[src/design/fifo_ctl_defs.svh]
// Constants for the FIFO reset, retransmit and mode-capture controller.
`ifndef FIFO_CTL_DEFS_SVH
`define FIFO_CTL_DEFS_SVH

`define DATA_W           18
`define NARROW_W         9
`define DEPTH            16
`define PTR_W            4
`define CNT_W            5
`define HALF_LEVEL       6'h08
`define FALL_THROUGH_MODE_LATENCY     2'h3
`define RT_SETUP_CYCLES  2'h3
`define AE_OFS_DEFAULT   5'h02
`define AF_OFS_DEFAULT   5'h02
`define PINS_W           32
`define PINS_IDLE        32'hFE000000
`define WB_ADR_W         8
`define ADR_OFFSETS      8'h00
`define ADR_STATUS       8'h04
`define OFS_AE_LSB       0
`define OFS_AF_LSB       8

`endif

[src/design/fifo_ctl_pkg.sv]
// Types shared by the FIFO reset and retransmit controller.
`include "fifo_ctl_defs.svh"

package fifo_ctl_pkg;

   typedef struct packed {
      logic                master_reset_n;
      logic                partial_reset_n;
      logic                write_enable_n;
      logic                read_enable_n;
      logic                retransmit_n;
      logic                serial_load_enable_n;
      logic                offset_load_n;
      logic                fallthrough_select_serial_in;
      logic                read_port_width;
      logic                write_port_width;
      logic                byte_order_select;
      logic                retransmit_latency_select;
      logic                flag_timing_select;
      logic                parity_interleave_select;
      logic [`DATA_W-1:0]  write_data;
   } pins_t;

   typedef struct packed {
      logic fall_through_mode;
      logic read_narrow;
      logic write_narrow;
      logic byte_order;
      logic normal_latency;
      logic sync_flag_timing;
      logic parity_interleave;
      logic serial_program;
   } cfg_t;

   typedef enum logic [0:0] {
      RT_RUN,
      RT_SETUP
   } rt_state_t;

   typedef struct packed {
      logic [`DEPTH-1:0][`DATA_W-1:0] mem;
      cfg_t                           cfg;
      logic                           cfg_valid;
      rt_state_t                      rts;
      logic [1:0]                     rt_cnt;
      logic [1:0]                     fw_cnt;
      logic [`PTR_W:0]                wr_ptr;
      logic [`PTR_W:0]                rd_ptr;
      logic                           out_valid;
      logic [`DATA_W-1:0]             dout;
      logic [`CNT_W-1:0]              ae_ofs;
      logic [`CNT_W-1:0]              af_ofs;
      logic                           ofs_wsel;
      logic                           ofs_rsel;
      logic                           ef_n;
      logic                           ov_n;
      logic                           ff_n;
      logic                           is_n;
      logic                           ae_n;
      logic                           af_n;
      logic                           hf_n;
      logic                           ae_lvl;
      logic                           af_lvl;
      logic                           wb_ack;
      logic [31:0]                    wb_dat;
   } state_t;

endpackage : fifo_ctl_pkg

[src/design/pin_sync.sv]
// Two-flop synchroniser for a bundle of asynchronous pins.
`timescale 1ns/1ps

module pin_sync #(
   parameter int          W         = 1,
   parameter logic [W-1:0] RESET_VAL = '0
) (
   input  wire logic         clk_i,
   input  wire logic         rst_i,
   input  wire logic [W-1:0] async_i,
   output logic      [W-1:0] sync_o
);

   logic [W-1:0] meta_q;

   always_ff @(posedge clk_i) begin
      if (rst_i) begin
         meta_q <= RESET_VAL;
         sync_o <= RESET_VAL;
      end else begin
         meta_q <= async_i;
         sync_o <= meta_q;
      end
   end

endmodule : pin_sync

[src/design/fifo_reset_retransmit_control.sv]
// FIFO with master reset, partial reset, retransmit and mode capture, Wishbone status.
//
// Design decisions made here: the Wishbone interface to the registers and the address map.
`timescale 1ns/1ps
`include "fifo_ctl_defs.svh"

module fifo_reset_retransmit_control (
   input  wire logic                 clk_i,
   input  wire logic                 rst_i,
   input  wire logic                 master_reset_n_i,
   input  wire logic                 partial_reset_n_i,
   input  wire logic                 write_enable_n_i,
   input  wire logic                 read_enable_n_i,
   input  wire logic                 retransmit_n_i,
   input  wire logic                 serial_load_enable_n_i,
   input  wire logic                 offset_load_n_i,
   input  wire logic                 fallthrough_select_serial_in_i,
   input  wire logic                 read_port_width_i,
   input  wire logic                 write_port_width_i,
   input  wire logic                 byte_order_select_i,
   input  wire logic                 retransmit_latency_select_i,
   input  wire logic                 flag_timing_select_i,
   input  wire logic                 parity_interleave_select_i,
   input  wire logic [`DATA_W-1:0]   write_data_i,
   output logic      [`DATA_W-1:0]   read_data_out_o,
   output logic                      empty_flag_n_o,
   output logic                      output_valid_n_o,
   output logic                      full_flag_n_o,
   output logic                      input_space_n_o,
   output logic                      almost_empty_n_o,
   output logic                      almost_full_n_o,
   output logic                      half_full_n_o,
   input  wire logic                 wb_cyc_i,
   input  wire logic                 wb_stb_i,
   input  wire logic                 wb_we_i,
   input  wire logic [`WB_ADR_W-1:0] wb_adr_i,
   input  wire logic [3:0]           wb_sel_i,
   input  wire logic [31:0]          wb_dat_i,
   output logic      [31:0]          wb_dat_o,
   output logic                      wb_ack_o
);

   fifo_ctl_pkg::pins_t  pins_raw;
   fifo_ctl_pkg::pins_t  pins_s;
   logic [`PINS_W-1:0]   pins_s_bits;
   fifo_ctl_pkg::state_t st_q;
   fifo_ctl_pkg::state_t st_d;

   assign pins_raw = '{
      master_reset_n:               master_reset_n_i,
      partial_reset_n:              partial_reset_n_i,
      write_enable_n:               write_enable_n_i,
      read_enable_n:                read_enable_n_i,
      retransmit_n:                 retransmit_n_i,
      serial_load_enable_n:         serial_load_enable_n_i,
      offset_load_n:                offset_load_n_i,
      fallthrough_select_serial_in: fallthrough_select_serial_in_i,
      read_port_width:              read_port_width_i,
      write_port_width:             write_port_width_i,
      byte_order_select:            byte_order_select_i,
      retransmit_latency_select:    retransmit_latency_select_i,
      flag_timing_select:           flag_timing_select_i,
      parity_interleave_select:     parity_interleave_select_i,
      write_data:                   write_data_i
   };

   // Data passes through the same two flops as the enables.
   // A word and its strobe therefore reach the logic in the same cycle.
   pin_sync #(
      .W         (`PINS_W),
      .RESET_VAL (`PINS_IDLE)
   ) u_pin_sync (
      .clk_i   (clk_i),
      .rst_i   (rst_i),
      .async_i (pins_raw),
      .sync_o  (pins_s_bits)
   );

   assign pins_s = fifo_ctl_pkg::pins_t'(pins_s_bits);

   // Output word as seen on the read port; a narrow port leaves the upper bits at zero.
   function automatic logic [`DATA_W-1:0] fit_out(input logic narrow,
                                                  input logic [`DATA_W-1:0] w);
      fit_out = narrow ? {{(`DATA_W-`NARROW_W){1'b0}}, w[`NARROW_W-1:0]} : w;
   endfunction : fit_out

   always_comb begin
      logic [`CNT_W-1:0] cnt_cur;
      logic [`CNT_W-1:0] cnt_nxt;
      logic [5:0]        total;
      logic              rt_hit;
      logic              full_cur;
      logic              ae_calc;
      logic              af_calc;
      logic              flags_forced;
      logic [`DATA_W-1:0] wdata;
      cnt_cur      = st_q.wr_ptr - st_q.rd_ptr;
      cnt_nxt      = '0;
      total        = '0;
      rt_hit       = 1'b0;
      full_cur     = (cnt_cur == `CNT_W'(`DEPTH));
      ae_calc      = 1'b0;
      af_calc      = 1'b0;
      flags_forced = 1'b0;
      // A narrow write port stores only the low nine bits and keeps the rest at zero.
      wdata        = st_q.cfg.write_narrow ?
                     {{(`DATA_W-`NARROW_W){1'b0}}, pins_s.write_data[`NARROW_W-1:0]} :
                     pins_s.write_data;
      st_d        = st_q;
      st_d.wb_ack = 1'b0;

      if (!pins_s.master_reset_n) begin
         // Straps are taken on every low cycle; the last one before release wins.
         st_d.cfg.sync_flag_timing  = pins_s.flag_timing_select;
         st_d.cfg.normal_latency    = pins_s.retransmit_latency_select;
         st_d.cfg.fall_through_mode = pins_s.fallthrough_select_serial_in;
         st_d.cfg.read_narrow       = pins_s.read_port_width;
         st_d.cfg.write_narrow      = pins_s.write_port_width;
         st_d.cfg.byte_order        = pins_s.byte_order_select;
         st_d.cfg.parity_interleave = pins_s.parity_interleave_select;
         st_d.cfg.serial_program    = pins_s.offset_load_n;
         st_d.cfg_valid             = 1'b1;
         st_d.ae_ofs                = `AE_OFS_DEFAULT;
         st_d.af_ofs                = `AF_OFS_DEFAULT;
         st_d.ofs_wsel              = 1'b0;
         st_d.ofs_rsel              = 1'b0;
         st_d.wr_ptr                = '0;
         st_d.rd_ptr                = '0;
         st_d.dout                  = '0;
         st_d.out_valid             = 1'b0;
         st_d.rts                   = fifo_ctl_pkg::RT_RUN;
         st_d.rt_cnt                = '0;
         st_d.fw_cnt                = '0;
         st_d.ae_n                  = 1'b0;
         st_d.af_n                  = 1'b1;
         st_d.hf_n                  = 1'b1;
         st_d.ov_n                  = 1'b1;
         st_d.is_n                  = !pins_s.fallthrough_select_serial_in;
         st_d.ef_n                  = pins_s.fallthrough_select_serial_in;
         st_d.ff_n                  = 1'b1;
         flags_forced               = 1'b1;
      end else if (!pins_s.partial_reset_n) begin
         // Configuration and offsets stay as they are.
         st_d.wr_ptr    = '0;
         st_d.rd_ptr    = '0;
         st_d.dout      = '0;
         st_d.out_valid = 1'b0;
         st_d.rts       = fifo_ctl_pkg::RT_RUN;
         st_d.rt_cnt    = '0;
         st_d.fw_cnt    = '0;
         st_d.ae_n      = 1'b0;
         st_d.af_n      = 1'b1;
         st_d.hf_n      = 1'b1;
         st_d.ov_n      = 1'b1;
         st_d.is_n      = !st_q.cfg.fall_through_mode;
         st_d.ef_n      = st_q.cfg.fall_through_mode;
         st_d.ff_n      = 1'b1;
         flags_forced   = 1'b1;
      end else if (st_q.cfg_valid) begin
         // Write side.
         if (!pins_s.offset_load_n && !st_q.cfg.serial_program && !pins_s.write_enable_n) begin
            // Parallel offset writes alternate, the empty offset first.
            if (st_q.ofs_wsel) begin
               st_d.af_ofs = wdata[`CNT_W-1:0];
            end else begin
               st_d.ae_ofs = wdata[`CNT_W-1:0];
            end
            st_d.ofs_wsel = !st_q.ofs_wsel;
         end else if (!pins_s.offset_load_n && st_q.cfg.serial_program &&
                      !pins_s.serial_load_enable_n) begin
            // Serial bits enter the empty offset at the bottom and move up into the full one.
            {st_d.af_ofs, st_d.ae_ofs} = {st_q.af_ofs[`CNT_W-2:0], st_q.ae_ofs,
                                          pins_s.fallthrough_select_serial_in};
         end else if (!pins_s.write_enable_n && !full_cur) begin
            st_d.mem[st_q.wr_ptr[`PTR_W-1:0]] = wdata;
            st_d.wr_ptr = st_q.wr_ptr + 1'b1;
         end

         // Read side.
         if (!pins_s.retransmit_n) begin
            // Each low cycle restarts the rewind; a long pulse only stretches it.
            rt_hit         = 1'b1;
            st_d.rd_ptr    = '0;
            st_d.out_valid = 1'b0;
            st_d.fw_cnt    = '0;
            // Zero latency loads the first word on the retransmit edge itself.
            if (!st_q.cfg.normal_latency) begin
               st_d.rts = fifo_ctl_pkg::RT_RUN;
               if (st_q.wr_ptr != '0) begin
                  st_d.dout      = fit_out(st_q.cfg.read_narrow, st_q.mem[0]);
                  st_d.rd_ptr    = `PTR_W'(1) + (`PTR_W+1)'(0);
                  st_d.out_valid = st_q.cfg.fall_through_mode;
               end
            end else begin
               st_d.rts    = fifo_ctl_pkg::RT_SETUP;
               st_d.rt_cnt = '0;
            end
         end else if (st_q.rts == fifo_ctl_pkg::RT_SETUP) begin
            // The empty indication stays forced until the setup count expires.
            if (st_q.rt_cnt == `RT_SETUP_CYCLES - 2'h1) begin
               st_d.rts    = fifo_ctl_pkg::RT_RUN;
               st_d.rt_cnt = '0;
               if (st_q.cfg.fall_through_mode && st_q.wr_ptr != '0) begin
                  st_d.dout      = fit_out(st_q.cfg.read_narrow, st_q.mem[0]);
                  st_d.rd_ptr    = `PTR_W'(1) + (`PTR_W+1)'(0);
                  st_d.out_valid = 1'b1;
               end
            end else begin
               st_d.rt_cnt = st_q.rt_cnt + 2'h1;
            end
         end else if (!pins_s.read_enable_n && !pins_s.offset_load_n) begin
            // Offset reads alternate between the empty and the full offset.
            st_d.dout     = st_q.ofs_rsel ?
                            `DATA_W'(st_q.af_ofs) : `DATA_W'(st_q.ae_ofs);
            st_d.ofs_rsel = !st_q.ofs_rsel;
         end else if (st_q.cfg.fall_through_mode) begin
            // The first word falls through by itself after the fixed latency.
            // Later words wait for a read enable.
            if (!st_q.out_valid) begin
               if (cnt_cur != '0) begin
                  if (st_q.fw_cnt == `FALL_THROUGH_MODE_LATENCY - 2'h1) begin
                     st_d.dout = fit_out(st_q.cfg.read_narrow,
                                         st_q.mem[st_q.rd_ptr[`PTR_W-1:0]]);
                     st_d.rd_ptr    = st_q.rd_ptr + 1'b1;
                     st_d.out_valid = 1'b1;
                     st_d.fw_cnt    = '0;
                  end else begin
                     st_d.fw_cnt = st_q.fw_cnt + 2'h1;
                  end
               end else begin
                  st_d.fw_cnt = '0;
               end
            end else if (!pins_s.read_enable_n) begin
               if (cnt_cur != '0) begin
                  st_d.dout = fit_out(st_q.cfg.read_narrow,
                                      st_q.mem[st_q.rd_ptr[`PTR_W-1:0]]);
                  st_d.rd_ptr = st_q.rd_ptr + 1'b1;
               end else begin
                  st_d.out_valid = 1'b0;
               end
            end
         end else if (!pins_s.read_enable_n && cnt_cur != '0) begin
            st_d.dout = fit_out(st_q.cfg.read_narrow,
                                st_q.mem[st_q.rd_ptr[`PTR_W-1:0]]);
            st_d.rd_ptr = st_q.rd_ptr + 1'b1;
         end
      end

      // Software may also set the offsets; it wins over the pins in the same cycle.
      if (wb_cyc_i && wb_stb_i && !st_q.wb_ack) begin
         st_d.wb_ack = 1'b1;
         st_d.wb_dat = '0;
         if (wb_we_i && {wb_adr_i[`WB_ADR_W-1:2], 2'b00} == `ADR_OFFSETS) begin
            if (wb_sel_i[0]) begin
               st_d.ae_ofs = wb_dat_i[`OFS_AE_LSB +: `CNT_W];
            end
            if (wb_sel_i[1]) begin
               st_d.af_ofs = wb_dat_i[`OFS_AF_LSB +: `CNT_W];
            end
         end else if (!wb_we_i) begin
            unique case ({wb_adr_i[`WB_ADR_W-1:2], 2'b00})
               `ADR_OFFSETS: begin
                  st_d.wb_dat = {19'h00000, st_q.af_ofs, 3'h0, st_q.ae_ofs};
               end
               `ADR_STATUS: begin
                  st_d.wb_dat = {7'h00, st_q.cfg_valid, st_q.cfg,
                                 (st_q.rts == fifo_ctl_pkg::RT_SETUP), st_q.hf_n, st_q.af_n,
                                 st_q.ae_n, st_q.is_n, st_q.ov_n, st_q.ff_n, st_q.ef_n,
                                 3'h0, cnt_cur};
               end
               default: begin
                  st_d.wb_dat = '0;
               end
            endcase
         end
      end

      // Flags follow the next pointer state; sync timing adds one stage to the programmable ones.
      if (!flags_forced) begin
         // In fall-through mode the word in the output register still counts as held for the almost-empty and half-full flags.
         cnt_nxt = st_d.wr_ptr - st_d.rd_ptr;
         total   = {1'b0, cnt_nxt} +
                   {5'h00, (st_q.cfg.fall_through_mode & st_d.out_valid)};
         ae_calc = (total > {1'b0, st_d.ae_ofs});
         af_calc = ((6'(`DEPTH) - {1'b0, cnt_nxt}) > {1'b0, st_d.af_ofs});
         st_d.ae_lvl = ae_calc;
         st_d.af_lvl = af_calc;
         st_d.ae_n   = st_q.cfg.sync_flag_timing ? st_q.ae_lvl : ae_calc;
         st_d.af_n   = st_q.cfg.sync_flag_timing ? st_q.af_lvl : af_calc;
         st_d.hf_n   = !(total > `HALF_LEVEL);
         if (st_q.cfg.fall_through_mode) begin
            st_d.ef_n = 1'b1;
            st_d.ff_n = 1'b1;
            st_d.ov_n = rt_hit || (st_d.rts == fifo_ctl_pkg::RT_SETUP) ||
                        !st_d.out_valid;
            st_d.is_n = (cnt_nxt == `CNT_W'(`DEPTH));
         end else begin
            st_d.ov_n = 1'b1;
            st_d.is_n = 1'b1;
            st_d.ef_n = !(rt_hit || (st_d.rts == fifo_ctl_pkg::RT_SETUP) ||
                          (cnt_nxt == '0));
            st_d.ff_n = (cnt_nxt != `CNT_W'(`DEPTH));
         end
         // Until configured, the programmable flags keep their reset levels.
         if (!st_q.cfg_valid) begin
            st_d.ae_n = 1'b0;
            st_d.af_n = 1'b1;
            st_d.hf_n = 1'b1;
         end
      end else begin
         st_d.ae_lvl = 1'b0;
         st_d.af_lvl = 1'b1;
      end
   end

   // Reset leaves the block unconfigured; nothing is stored or read until a master
   // reset has come through the synchroniser.
   always_ff @(posedge clk_i) begin
      if (rst_i) begin
         st_q        <= '0;
         st_q.ef_n   <= 1'b0;
         st_q.ov_n   <= 1'b1;
         st_q.ff_n   <= 1'b1;
         st_q.is_n   <= 1'b1;
         st_q.af_n   <= 1'b1;
         st_q.hf_n   <= 1'b1;
         st_q.af_lvl <= 1'b1;
         st_q.ae_ofs <= `AE_OFS_DEFAULT;
         st_q.af_ofs <= `AF_OFS_DEFAULT;
      end else begin
         st_q <= st_d;
      end
   end

   assign read_data_out_o  = st_q.dout;
   assign empty_flag_n_o   = st_q.ef_n;
   assign output_valid_n_o = st_q.ov_n;
   assign full_flag_n_o    = st_q.ff_n;
   assign input_space_n_o  = st_q.is_n;
   assign almost_empty_n_o = st_q.ae_n;
   assign almost_full_n_o  = st_q.af_n;
   assign half_full_n_o    = st_q.hf_n;
   assign wb_dat_o         = st_q.wb_dat;
   assign wb_ack_o         = st_q.wb_ack;

endmodule : fifo_reset_retransmit_control

[config.mk]
export PLATFORM = sky130hd
export DESIGN_NAME = fifo_reset_retransmit_control
export DESIGN_NICKNAME = d
export VERILOG_FILES = /design/src/design/fifo_ctl_pkg.sv /design/src/design/pin_sync.sv /design/src/design/fifo_reset_retransmit_control.sv
export VERILOG_INCLUDE_DIRS = /design/src /design/src/design
export SDC_FILE = /design/constraint.sdc
export NUM_CORES = 1
export LEC_CHECK = 0
export BUFFER_PORTS_ARGS = -buffer_cell sky130_fd_sc_hd__buf_4
export CAP_MARGIN = 25
export CORE_ASPECT_RATIO = 0.75
export CORE_MARGIN = 4
export CORE_UTILIZATION = 35
export DETAILED_ROUTE_END_ITERATION = 16
export PLACE_DENSITY = 0.59
export REMOVE_ABC_BUFFERS = 1
export SYNTH_ARGS = -nofsm -noshare
export SYNTH_HDL_FRONTEND = slang
export SYNTH_SLANG_ARGS = --single-unit
[constraint.sdc]
create_clock -name clk_i -period 5.92 [get_ports clk_i]
set_input_delay 1.184 -clock clk_i [delete_from_list [all_inputs] [get_ports clk_i]]
set_output_delay 1.184 -clock clk_i [all_outputs]
set_load 0.005 [all_outputs]
; ---- After elaboration in Yosys (flattened, before gate mapping)
; Index checks and enable logic that the tools add are counted.
[totals]
reg_bits = 449
latch_bits = 0
ram_bits = 0
rom_bits = 0
input_bits = 81
output_inout_bits = 58
word_cells = 209
mem_count = 0
[op_classes]
n_addsub = 8
multipliers = 0
div_mod_pow = 0
n_lt_le_gt_ge = 6
n_eq_ne = 20
shifts = 0
mux = 76
bitwise = 6
reduce_logical = 44
[ops]
columns = operator, n
row1 = bitwise mux 288 bit, 1
row2 = two-way mux 24 bit, 8
row3 = two-way mux 18 bit, 9
row4 = binary-select mux 18 bit (select 4 bit), 1
row5 = demux 18 bit (select 4 bit), 1
row6 = two-way mux 5 bit, 12
row7 = two-way mux 53 bit, 1
row8 = two-way mux 25 bit, 2
row9 = one-hot mux 25 bit (2 select lines), 1
row10 = two-way mux 46 bit, 1
row11 = two-way mux 10 bit, 4
row12 = two-way mux 20 bit, 2
row13 = two-way mux 34 bit, 1
row14 = two-way mux 33 bit, 1
row15 = "!= test 6 bit, second input constant", 3
row16 = two-way mux 1 bit, 16
row17 = two-way mux 2 bit, 8
row18 = zero test 1 bit, 14
row19 = two-way mux 7 bit, 2
row20 = > comparator 6 x 5 -> 1 bit, 2
row21 = logical AND 1 bit, 12
row22 = two-way mux 12 bit, 1
row23 = "adder 5 x 1 -> 5 bit, second input constant", 2
row24 = "== test 5 bit, second input constant", 2
row25 = other kinds (30), 53

; ---- Depth between registers and ports, before layout
; Gate-level depths: netlist of run 1.
[depth]
depth_word = 20
ltp_mapped = 27

; ---- Cells and area by module
; From an unflattened synthesis of run 1, not the netlist that was laid out.
[unflattened]
cells_unflattened = 1867
hier_area_um2 = 19512.5
[modules_own_cells]
columns = module, n_inst, cells_each, area_per_inst_um2, seq_area_each_um2
row1 = fifo_reset_retransmit_control, 1, 1732, 17780.8, 7507.2
row2 = pin_sync, 1, 135, 1731.7, 1281.2

; ---- Least setup slack after synthesis of run 1
; Ideal clock, no wire load.
[synth_path]
kind = reg2reg
startpoint = reg st_q[75] (netlist name)
endpoint = reg st_q, in the netlist almost_full_n_o
t_arrival_ps = 5480
t_required_ps = 5804
path_slack_ps = 324
stages_incl_launch_ff = 26
path_buffers = 1
period_less_slack_ps = 5596
cell_sequence = dfxtp_1 inv_2 buf_1 ha_1 xor2_1 nand4b_1 a2bb2oi_2 nor3_1 o21ai_0 a32oi_1 and2_1 ha_1 inv_1 fa_1 a21o_1 a21oi_1 xnor2_4 xnor2_4 inv_1 ha_1 ha_1 o21a_1 o22ai_1 nand3_1 mux2i_1 nor2_1
[synth_rtl]
columns = item, line
row1 = "start, declared", fifo_reset_retransmit_control.sv:46  ; fifo_ctl_pkg::state_t st_q;
row2 = "start signal, assigned", fifo_reset_retransmit_control.sv:331  ; st_q <= st_d;

==> results of run 1 <==
area by class of cell:
cell class              instances  area share, %
multi-input cells            1485           43.6
inverters                      23          0.389
well taps                     722           4.07
clock inverters                11          0.423
repair buffers                153           5.69
flip-flops and latches        439           39.6
clock buffers                  67           6.23
power by group through the flow:
stage	registers (uW)	clock network, uW	logic, uW
detailed placement	3070	0	178
global route	3000	3040	196
global placement	3070	0	174
finish	3000	2850	180
CTS	3000	2920	178
floorplan	3060	0	62.9
cells in the final DEF, fill, tap and decap left out, types with 5 or more instances in the layout:
master     instances
nand2b_1          15
nand3_1           18
nor2_4             6
dfxtp_1          437
inv_1             21
a21oi_1          257
ha_1              28
xnor2_1            6
nand4_2            6
nor3_4             8
clkbuf_16         48
nand3b_1           6
o21ai_0           51
a222oi_1          10
a221oi_1          17
nor2_1           159
xor2_1             9
and3_1             7
clkbuf_8          11
clkinv_2           6
nand2_1          466
conb_1            10
o21a_1             5
mux4_2            78
buf_8              6
and2_1             9
a31oi_1            6
or2_2             17
a22oi_1           18
nor2b_1           71
nand4_1            9
clkbuf_1           8
mux2i_1          113
o22ai_1            7
nor3_1            17
buf_4            142
through the flow:
stage / power, uW / instances / worst slack, ns / hold slack [ns]
6_report: 6040 / 2900 / 0.415 / 0.406
5_1_grt: 6240 / 2900 / 0.0137 / 0.427
4_1_cts: 6100 / 2892 / 0.230 / 0.411
3_5_place_dp: 3250 / 2814 / 0.267 / 0.397
3_3_place_gp: 3240 / 2805 / 0.308 / 0.398
2_1_floorplan: 3120 / 1947 / -3.62 / 0.389
cell families (layout without fill, tap and decap cells):
logic type / count (synthesis) / after routing / synth area share (%)
xor gates and xnor gates: 17 / 17 / 0.953
AOI/OAI and AO/OA: 399 / 399 / 11.8
other: 1 / 10 / 0.0192
DFF: 439 / 439 / 44.9
adders and majority gates: 30 / 30 / 2.00
and+or+nand+nor: 837 / 837 / 19.5
muxes: 192 / 192 / 14.8
buffers and inverters: 238 / 254 / 5.93
worst max path at each step:
stage / start / cells after the start / to
4_1_cts: st_q[78]$_SDFF_PP0_ / 27 / almost_full_n_o$_SDFFE_PP1P_
2_1_floorplan: st_q[73]$_SDFF_PP0_ / 22 / almost_full_n_o$_SDFFE_PP1P_
6_report: st_q[78]$_SDFF_PP0_ / 27 / almost_full_n_o$_SDFFE_PP1P_
5_1_grt: st_q[78]$_SDFF_PP0_ / 27 / almost_full_n_o$_SDFFE_PP1P_
3_5_place_dp: st_q[78]$_SDFF_PP0_ / 27 / almost_full_n_o$_SDFFE_PP1P_
3_3_place_gp: st_q[78]$_SDFF_PP0_ / 27 / almost_full_n_o$_SDFFE_PP1P_
flip-flops by register name, summed over array words and instances (netlist names):
signal and flops:
wb_ack_o 1, full_flag_n_o 1, read_data_out_o 18, st_q 327, almost_empty_n_o 1, u_pin_sync.sync_o 32
u_pin_sync.meta_q 32, empty_flag_n_o 1, half_full_n_o 1, wb_dat_o 22, input_space_n_o 1, output_valid_n_o 1
almost_full_n_o 1
repair_timing:
item,4_1_cts,5_1_grt
setup buffers,0,2
resized for setup,0,2
endpoints found under the setup margin,0,2
layer usage:
| layer | share of wire [%] | vias to the layer above | global-route usage, % | wire, um |
|---|---|---|---|---|
| li1 | - | 7323 | - | - |
| met1 | 45 | 7453 | 25.8 | 25500 |
| met2 | 45 | 490 | 29.5 | 25500 |
| met3 | 6.7 | 93 | 3.06 | 3750 |
| met4 | 2.6 | 0 | 6.15 | 1480 |
| met5 | 0 | - | 0 | 0 |
==> flow_summary.yaml, run 1 <==
layout:
  design_area_um2: 22200
  n_fill_cell: 5390
  multi_input_area_um2: 9670
  drive_gt1_share_pct: 16.3
  insertedDiodeCount: 0
  regArea_um2: 8790
  post-route-util_pct: 40.4
  syn2layout_area_growth_pct: 13.5
  final_nets: 2259
floorplan:
  dieArea_um2: 59700
  start_util_pct: 35.6
  coreArea_um2: 54900
  die_h_um: 213
  rows: 74
  die_x_um: 281
  io_pins: 139
placed_design:
  place_congestion: 0.888
  placed_area_um2: 20600
  io_buffers: 102
  dpl.hpwl_um: 35200
logic_synthesis:
  ys_ff_latch: 439
  ys_top_cells_by_area: "dfxtp_1 (45%), mux4_2 (9.0%), nand2_1 (8.9%)"
  synthArstFlopShare_pct: 0
  synth.most_common_cell: "nand2_1"
  synth_cells: 2153
  syn_area_um2: 19600
  avgSynthCellArea_um2: 9.08
  synth.top_cell.area_share_pct: 44.9
  yosysSeqAreaShare_pct: 44.9
  ys_types: 72
  synth_top_area_cell: "dfxtp_1"
  yosysWarnings: 0
  yosys_most_used_dff: "dfxtp_1"
  synth_edf_count: 0
  netlist_top_cells_count: "nand2_1 (466), dfxtp_1 (439), a21oi_1 (258), nor2_1 (160), clkbuf_1 (116)"
clock_tree:
  clockBufferDepth: 3
  hold_buffers: 0
  path_clk_slew_ns: 0.06
  htree_levels: 2
  root_buffer: "clkbuf_16"
  cts_tree: "done"
  insertion_delay_ns: 0.58
  clock-sinks: 439
  cts_made_buffers: 46
routing:
  dr.pass1.iters: 5
  ant_nets: 0
  drt_iter0_markers: 1533
  num_vias: 15359
  avgViaCountPerCell: 5.30
  wirelength_um: 56200
  wl_per_cell_um: 19.4
  drc: 0
setup_path:
  critical_path_required_ns: 6.39
  reg2reg_to: "almost_full_n_o$_SDFFE_PP1P_"
  critical_path_class: "reg2reg"
  reg2reg_depth: 27
  cp-end-kind: "flip-flop"
  cp_num_buf_inv: 4
  reg2reg_from: "st_q[78]$_SDFF_PP0_"
  cpMaxStageDelayCell: "fa_1"
  critPathTopFamily: "adder cells"
  worstPathArrival_ns: 5.98
  r2r_slack_ns: 0.41
  worstPathMaxFanout: 5
  crit_path_start_kind: "flip-flop"
  cpPeakStageDelay_ns: 0.46
power:
  leakage_uw: 0.00804
  irDropWorstVdd_mv: 0.162
  p_switching_uw: 1340
  power_frac_seq_pct: 49.7
  powerDensity_nw_per_um2: 272
  pwr-share-clk_pct: 47.3
  power_switching_share_pct: 22.2
  combPwrFrac_pct: 3.0
  p_int_uw: 4700
grt:
  grt_overflow_total: 0
  grt_pass1_wl_um: 87000
  grt_max_degree: 210
  grt_usage_pct: 18.5
  grt_pass1_vias: 14981
  antenna_found_initial: 0
sta:
  finClkSkew_ns: 0.0185
  max_freq_mhz: 182
  grt_setup_unrepaired: "false"
  worst_slew_pin_slew_ns: 1.10
  setup_tns_ns: 0
  slew_violations: 0
  max_slew_margin_pct: 26.9
  setup_violations: 0
  period_needed_ns: 5.51
  period_share_pct: 93.0
  hold_violations: 0
min_path:
  hold_start: "u_pin_sync.meta_q[31]$_SDFF_PP1_"
  min_path_type: "reg2reg"
  hold_path_depth: 1
  hold_path_end: "u_pin_sync.sync_o[31]$_SDFF_PP1_"
run:
  maxCapViolations: 0
status:
  status: "completed"
Note: power is estimated with default switching activity, not from simulation.
==> run 2, diff against run 1 <==
--- a/config.mk
+++ b/config.mk
@@ -10,9 +10,9 @@
 export CAP_MARGIN = 25
 export CORE_ASPECT_RATIO = 0.75
 export CORE_MARGIN = 4
-export CORE_UTILIZATION = 35
+export CORE_UTILIZATION = 55
 export DETAILED_ROUTE_END_ITERATION = 16
-export PLACE_DENSITY = 0.59
+export PLACE_DENSITY = 0.83
 export REMOVE_ABC_BUFFERS = 1
 export SYNTH_ARGS = -nofsm -noshare
 export SYNTH_HDL_FRONTEND = slang
==> run 2 against run 1 <==
Net effect:
- sequential cell count is the same
- setup slack got worse by 0.095 ns
- global-route usage is 8.3 points higher
- clock skew is 0.0069 ns higher
- non-clock buffer count is 7 lower
- routed wire length shrank 4.7%
==> flow_summary.yaml, run 2 (synthesis results as in run 1) <==
layout:
  n_fill_cell: 2817
  reg_top3: "st_q: 327 flops, u_pin_sync.meta_q: 32 flops, u_pin_sync.sync_o: 32 flops"
  multi_input_area_um2: 9690
  post-route-util_pct: 62.4
  drive_gt1_share_pct: 16.1
  final_nets: 2249
  layout_commonest_cell: "nand2_1"
  syn2layout_area_growth_pct: 11.2
  insertedDiodeCount: 0
  regArea_um2: 8790
  largest_reg_flops: 327
  final_cell_mix: "nand2_1 (466), dfxtp_1 (437), a21oi_1 (257)"
  top_register: "st_q"
setup_path:
  critPathTopFamily: "adder cells"
  critical_path_required_ns: 6.38
  critical_path_class: "reg2reg"
  crit_path_start_kind: "flip-flop"
  cp-end-kind: "flip-flop"
  cpMaxStageDelayCell: "fa_1"
  worstPathArrival_ns: 6.06
  cp_num_buf_inv: 4
  worstPathMaxFanout: 5
  cpPeakStageDelay_ns: 0.39
sta:
  worst_slew_pin_slew_ns: 1.15
  slew_violations: 0
  hold_violations: 0
  finClkSkew_ns: 0.0254
  period_needed_ns: 5.60
  setup_violations: 0
  max_slew_margin_pct: 23.3
  period_share_pct: 94.6
  max_freq_mhz: 179
placed_design:
  io_buffers: 102
  place_congestion: 0.919
  dpl.hpwl_um: 33300
routing:
  avgViaCountPerCell: 6.08
  wl_per_cell_um: 20.4
  dr.pass1.iters: 6
  num_vias: 15956
  drc: 0
  drt_iter0_markers: 2046
  ant_nets: 0
  wirelength_um: 53600
floorplan:
  die_x_um: 226
  rows: 59
  coreArea_um2: 34800
  dieArea_um2: 38700
  io_pins: 139
  start_util_pct: 56.1
  die_h_um: 171
power:
  irDropWorstVdd_mv: 0.181
  powerDensity_nw_per_um2: 273
  leakage_uw: 0.00798
  finalPower_uw: 5930
grt:
  grt_max_degree: 194
  grt_pass1_wl_um: 82800
  grt_pass1_vias: 15304
  grt_usage_pct: 26.8
  antenna_found_initial: 0
  grt_overflow_total: 0
clock_tree:
  clockBufferDepth: 3
  cts_tree: "done"
  root_buffer: "clkbuf_16"
  insertion_delay_ns: 0.56
  htree_levels: 2
  cts_made_buffers: 43
  clock-sinks: 439
  path_clk_slew_ns: 0.07
min_path:
  min_path_type: "reg2reg"
status:
  status: "completed"
run:
  maxCapViolations: 0
-- run 2: cell types whose count changed in the layout (fill, tap and decap cells not counted), sizes merged --
cell    previous run  this run
inv               23        24
clkbuf            67        60
clkinv             9        11
bufinv             1         2
buf              153       146
-- run 2: layout make-up --
cell class              instances  area share [%]
clock buffers                  60            5.81
inverters                      23           0.397
well taps                     457            2.63
clock inverters                15           0.673
repair buffers                146            5.47
multi-input cells            1485            44.6
flip-flops and latches        439            40.5
-- run 2: path summary, 6_finish.rpt --
kind,slack [ns],from,end,depth (start not counted)
worst min-delay path,0.41,u_pin_sync.meta_q[25]$_SDFF_PP1_,u_pin_sync.sync_o[25]$_SDFF_PP1_,1
worst max-delay path,0.32,st_q[78]$_SDFF_PP0_,almost_full_n_o$_SDFFE_PP1P_,26
worst min register to register,0.41,u_pin_sync.meta_q[25]$_SDFF_PP1_,u_pin_sync.sync_o[25]$_SDFF_PP1_,1
worst max register to register,0.32,st_q[78]$_SDFF_PP0_,almost_full_n_o$_SDFFE_PP1P_,26
-- run 2: layer usage --
metal	GRT usage [%]	share of wire [%]
met5	0	0
met2	43.3	46
met3	6.13	11
met1	36.0	40
met4	8.92	3.1
-- run 2: timing repair --
action                     CTS  global route
buffers inserted             0             0
gates resized for setup      0             4
setup endpoints to repair    0             2
hold buffers                 0             0
-- run 2: where the power goes --
| part | internal [uW] | switching (uW) |
|---|---|---|
| logic | 64.2 | 114 |
| clock network | 1580 | 1170 |
| registers | 2980 | 23.7 |
-- run 2: through the flow --
stage | area, um^2 | setup TNS [ns] | std cells | worst slack, ns | hold slack [ns]
floorplan | 18500 | -550.61 | 1947 | -3.62 | 0.389
global placement | 20100 | 0 | 2534 | 0.288 | 0.396
detailed placement | 20200 | 0 | 2539 | 0.179 | 0.395
CTS | 21600 | 0 | 2614 | 0.120 | 0.409
global route | 21700 | -0.00297 | 2625 | -0.00297 | 0.425
finish | 21700 | 0 | 2625 | 0.319 | 0.408
==> run 3, diff against run 2 <==
--- a/config.mk
+++ b/config.mk
@@ -6,6 +6,7 @@
 export SDC_FILE = /design/constraint.sdc
 export NUM_CORES = 1
 export LEC_CHECK = 0
+export ABC_AREA = 1
 export BUFFER_PORTS_ARGS = -buffer_cell sky130_fd_sc_hd__buf_4
 export CAP_MARGIN = 25
 export CORE_ASPECT_RATIO = 0.75
==> run 3 against run 2 <==
Net effect:
- critical path depth rose by 9
- routed wire length is 11% higher
- count of clock-buffer cells in the layout down 5
- area after synthesis up 2.1%
- global-route usage is 1.8 points higher
- setup slack gained 0.12 ns
- register-to-register slack better by 0.12 ns
- clock power shrank 3%
- total power is 4.4% higher
==> flow_summary.yaml, run 3 <==
status:
  status: "completed"
logic_synthesis:
  netlist_top_cells_count: "a21oi_1 (447), dfxtp_1 (439), o21ai_0 (372), nor2_1 (313), inv_1 (283)"
  syn_area_um2: 20000
  avgSynthCellArea_um2: 7.28
  synth.most_common_cell: "a21oi_1"
  yosysSeqAreaShare_pct: 44.0
  synth_top_area_cell: "dfxtp_1"
  synth_edf_count: 0
  synthAdderAreaFrac_pct: 1.96
  ys_top_cells_by_area: "dfxtp_1 (44%), a21oi_1 (11%), o21ai_0 (9.3%)"
  synth_compound_area_share_pct: 25.2
  ys_types: 55
  ys_ff_latch: 439
  synth_top_family_by_area: "compound AO/OA/AOI/OAI gates"
  synth_cells: 2742
  synth_xor_xnor_area_share_pct: 0.351
  synthArstFlopShare_pct: 0
  synth.top_cell.area_share_pct: 44.0
  yosys_most_used_dff: "dfxtp_1"
  yosysWarnings: 0
  synth_mux_area_share_pct: 0
  yosys.area_share.simple_pct: 16.4
grt:
  met3_usage_pct: 5.96
  grt_usage_pct: 28.6
  antenna_found_initial: 1
  grt_max_degree: 145
  gr-usage-met1_pct: 41.3
  busiest_layer: "met2"
  grt_util_met2_pct: 43.2
  grt_pass1_wl_um: 92800
  grt_overflow_total: 0
  grt_pass1_vias: 17227
clock_tree:
  htree_levels: 2
  clockBufferDepth: 3
  cts_made_buffers: 41
  root_buffer: "clkbuf_16"
  path_clk_slew_ns: 0.06
  cts_tree: "done"
  clock-sinks: 439
  insertion_delay_ns: 0.56
  hold_buffers: 0
layout:
  final_nets: 2791
  n_fill_cell: 3185
  layout_commonest_cell: "a21oi_1"
  top_register: "st_q"
  final_cell_mix: "a21oi_1 (447), dfxtp_1 (436), o21ai_0 (372)"
  reg_top3: "st_q: 327 flops, u_pin_sync.meta_q: 32 flops, u_pin_sync.sync_o: 32 flops"
  stdcell_count: 3175
  drive_gt1_share_pct: 10.2
  insertedDiodeCount: 0
  syn2layout_area_growth_pct: 8.78
  largest_reg_flops: 327
  design_area_um2: 21700
placed_design:
  place_congestion: 0.955
  pre_cts_ws_ns: 0.230
  io_buffers: 102
  placed_area_um2: 20300
  dp.cells: 3099
  dpl.hpwl_um: 37700
sta:
  fin_ws_ns: 0.442
  worst_slew_pin_slew_ns: 1.07
  period_share_pct: 92.5
  period_needed_ns: 5.48
  max_freq_mhz: 183
  finClkSkew_ns: 0.0190
  setup_violations: 0
  grt_setup_unrepaired: "false"
  hold_violations: 0
  holdWs_ns: 0.400
  slew_violations: 0
  max_slew_margin_pct: 28.8
setup_path:
  cpPeakStageDelay_ns: 0.43
  worstPathArrival_ns: 5.93
  r2r_slack_ns: 0.44
  critical_path_required_ns: 6.37
  critical_path_class: "reg2reg"
  worstPathMaxFanout: 11
  crit_top_cell: "inv_1"
  crit_path_start_kind: "flip-flop"
  cp-end-kind: "flip-flop"
  cpMaxStageDelayCell: "fa_1"
power:
  p_int_uw: 4670
  pwr-share-clk_pct: 43.3
  irDropWorstVdd_mv: 0.210
  power_switching_share_pct: 24.5
  p_switching_uw: 1520
  powerDensity_nw_per_um2: 285
  power_frac_seq_pct: 48.9
  combPwrFrac_pct: 7.9
  finalPower_uw: 6180
  leakage_uw: 0.00876
floorplan:
  io_pins: 139
  rows: 60
  start_util_pct: 55.7
  die_h_um: 173
  dieArea_um2: 39400
  die_x_um: 228
  coreArea_um2: 35800
routing:
  drt_iter0_markers: 2506
  wl_per_cell_um: 18.8
  dr.pass1.iters: 8
  ant_nets: 0
  wirelength_um: 59600
  avgViaCountPerCell: 5.93
  drc: 0
  num_vias: 18818
run:
  maxCapViolations: 0
min_path:
  min_path_type: "reg2reg"
[run 3: final cells by class]
type,instances,area (um^2),share of cell area [%]
multi-input combinational,1760,8810,40.6
sequential,439,8790,40.5
inverter,307,1160,5.35
timing repair buffer,131,1010,4.64
tap,465,582,2.68
clock inverter,18,195,0.899
clock buffer,55,1160,5.34
[run 3: routing by layer]
metal  up-vias  wire, um
li1       8889         -
met1      8710     25400
met2      1072     25500
met3       147      6940
met4         0      1700
met5         -         0
[run 3: critical path, delay by kind of cell (launching register included)]
kind	cells	cell delay [ns]
AOI/OAI and AO/OA	8	1.08
xor gates and xnor gates	1	0.17
adders and majority gates	5	1.49
buffers and inverters	8	0.58
DFF	1	0.36
and+or+nand+nor	13	1.68
[run 3: path summary, 6_finish.rpt]
path	start	end	depth (start not counted)
setup / recovery	st_q[78]$_SDFF_PP0_	almost_empty_n_o$_SDFFE_PP0P_	35
hold / removal	u_pin_sync.meta_q[13]$_SDFF_PP0_	u_pin_sync.sync_o[13]$_SDFF_PP0_	2
setup reg to reg	st_q[78]$_SDFF_PP0_	almost_empty_n_o$_SDFFE_PP0P_	35
hold reg to reg	u_pin_sync.meta_q[13]$_SDFF_PP0_	u_pin_sync.sync_o[13]$_SDFF_PP0_	2
[run 3: cells by family (layout without fill, tap and decap cells)]
logic type | Yosys count | in the layout
buffers and inverters | 552 | 511
XOR/XNOR | 8 | 8
AND/OR/NAND/NOR | 753 | 753
adder cells (fa/ha/maj) | 30 | 30
AO/OA/AOI/OAI | 959 | 959
flip-flops | 439 | 439
other | 1 | 10
[run 3: power groups by stage]
stage	registers [uW]	clock network, uW	logic, uW
global placement	3090	0	455
CTS	3020	2700	468
global route	3030	2830	539
floorplan	3090	0	287
finish	3020	2670	486
detailed placement	3090	0	465
[run 3: timing repair]
item / in CTS / in global routing
gates resized for setup: 0 / 6
endpoints found under the setup margin: 0 / 4
setup buffers: 0 / 2
[run 3: metrics by stage]
step                utilization [%]  TNS (ns)
CTS                            60.4         0
global route                   60.6         0
detailed placement             56.7         0
floorplan                         -    -23.72
global placement               56.6         0
finish                         60.6         0
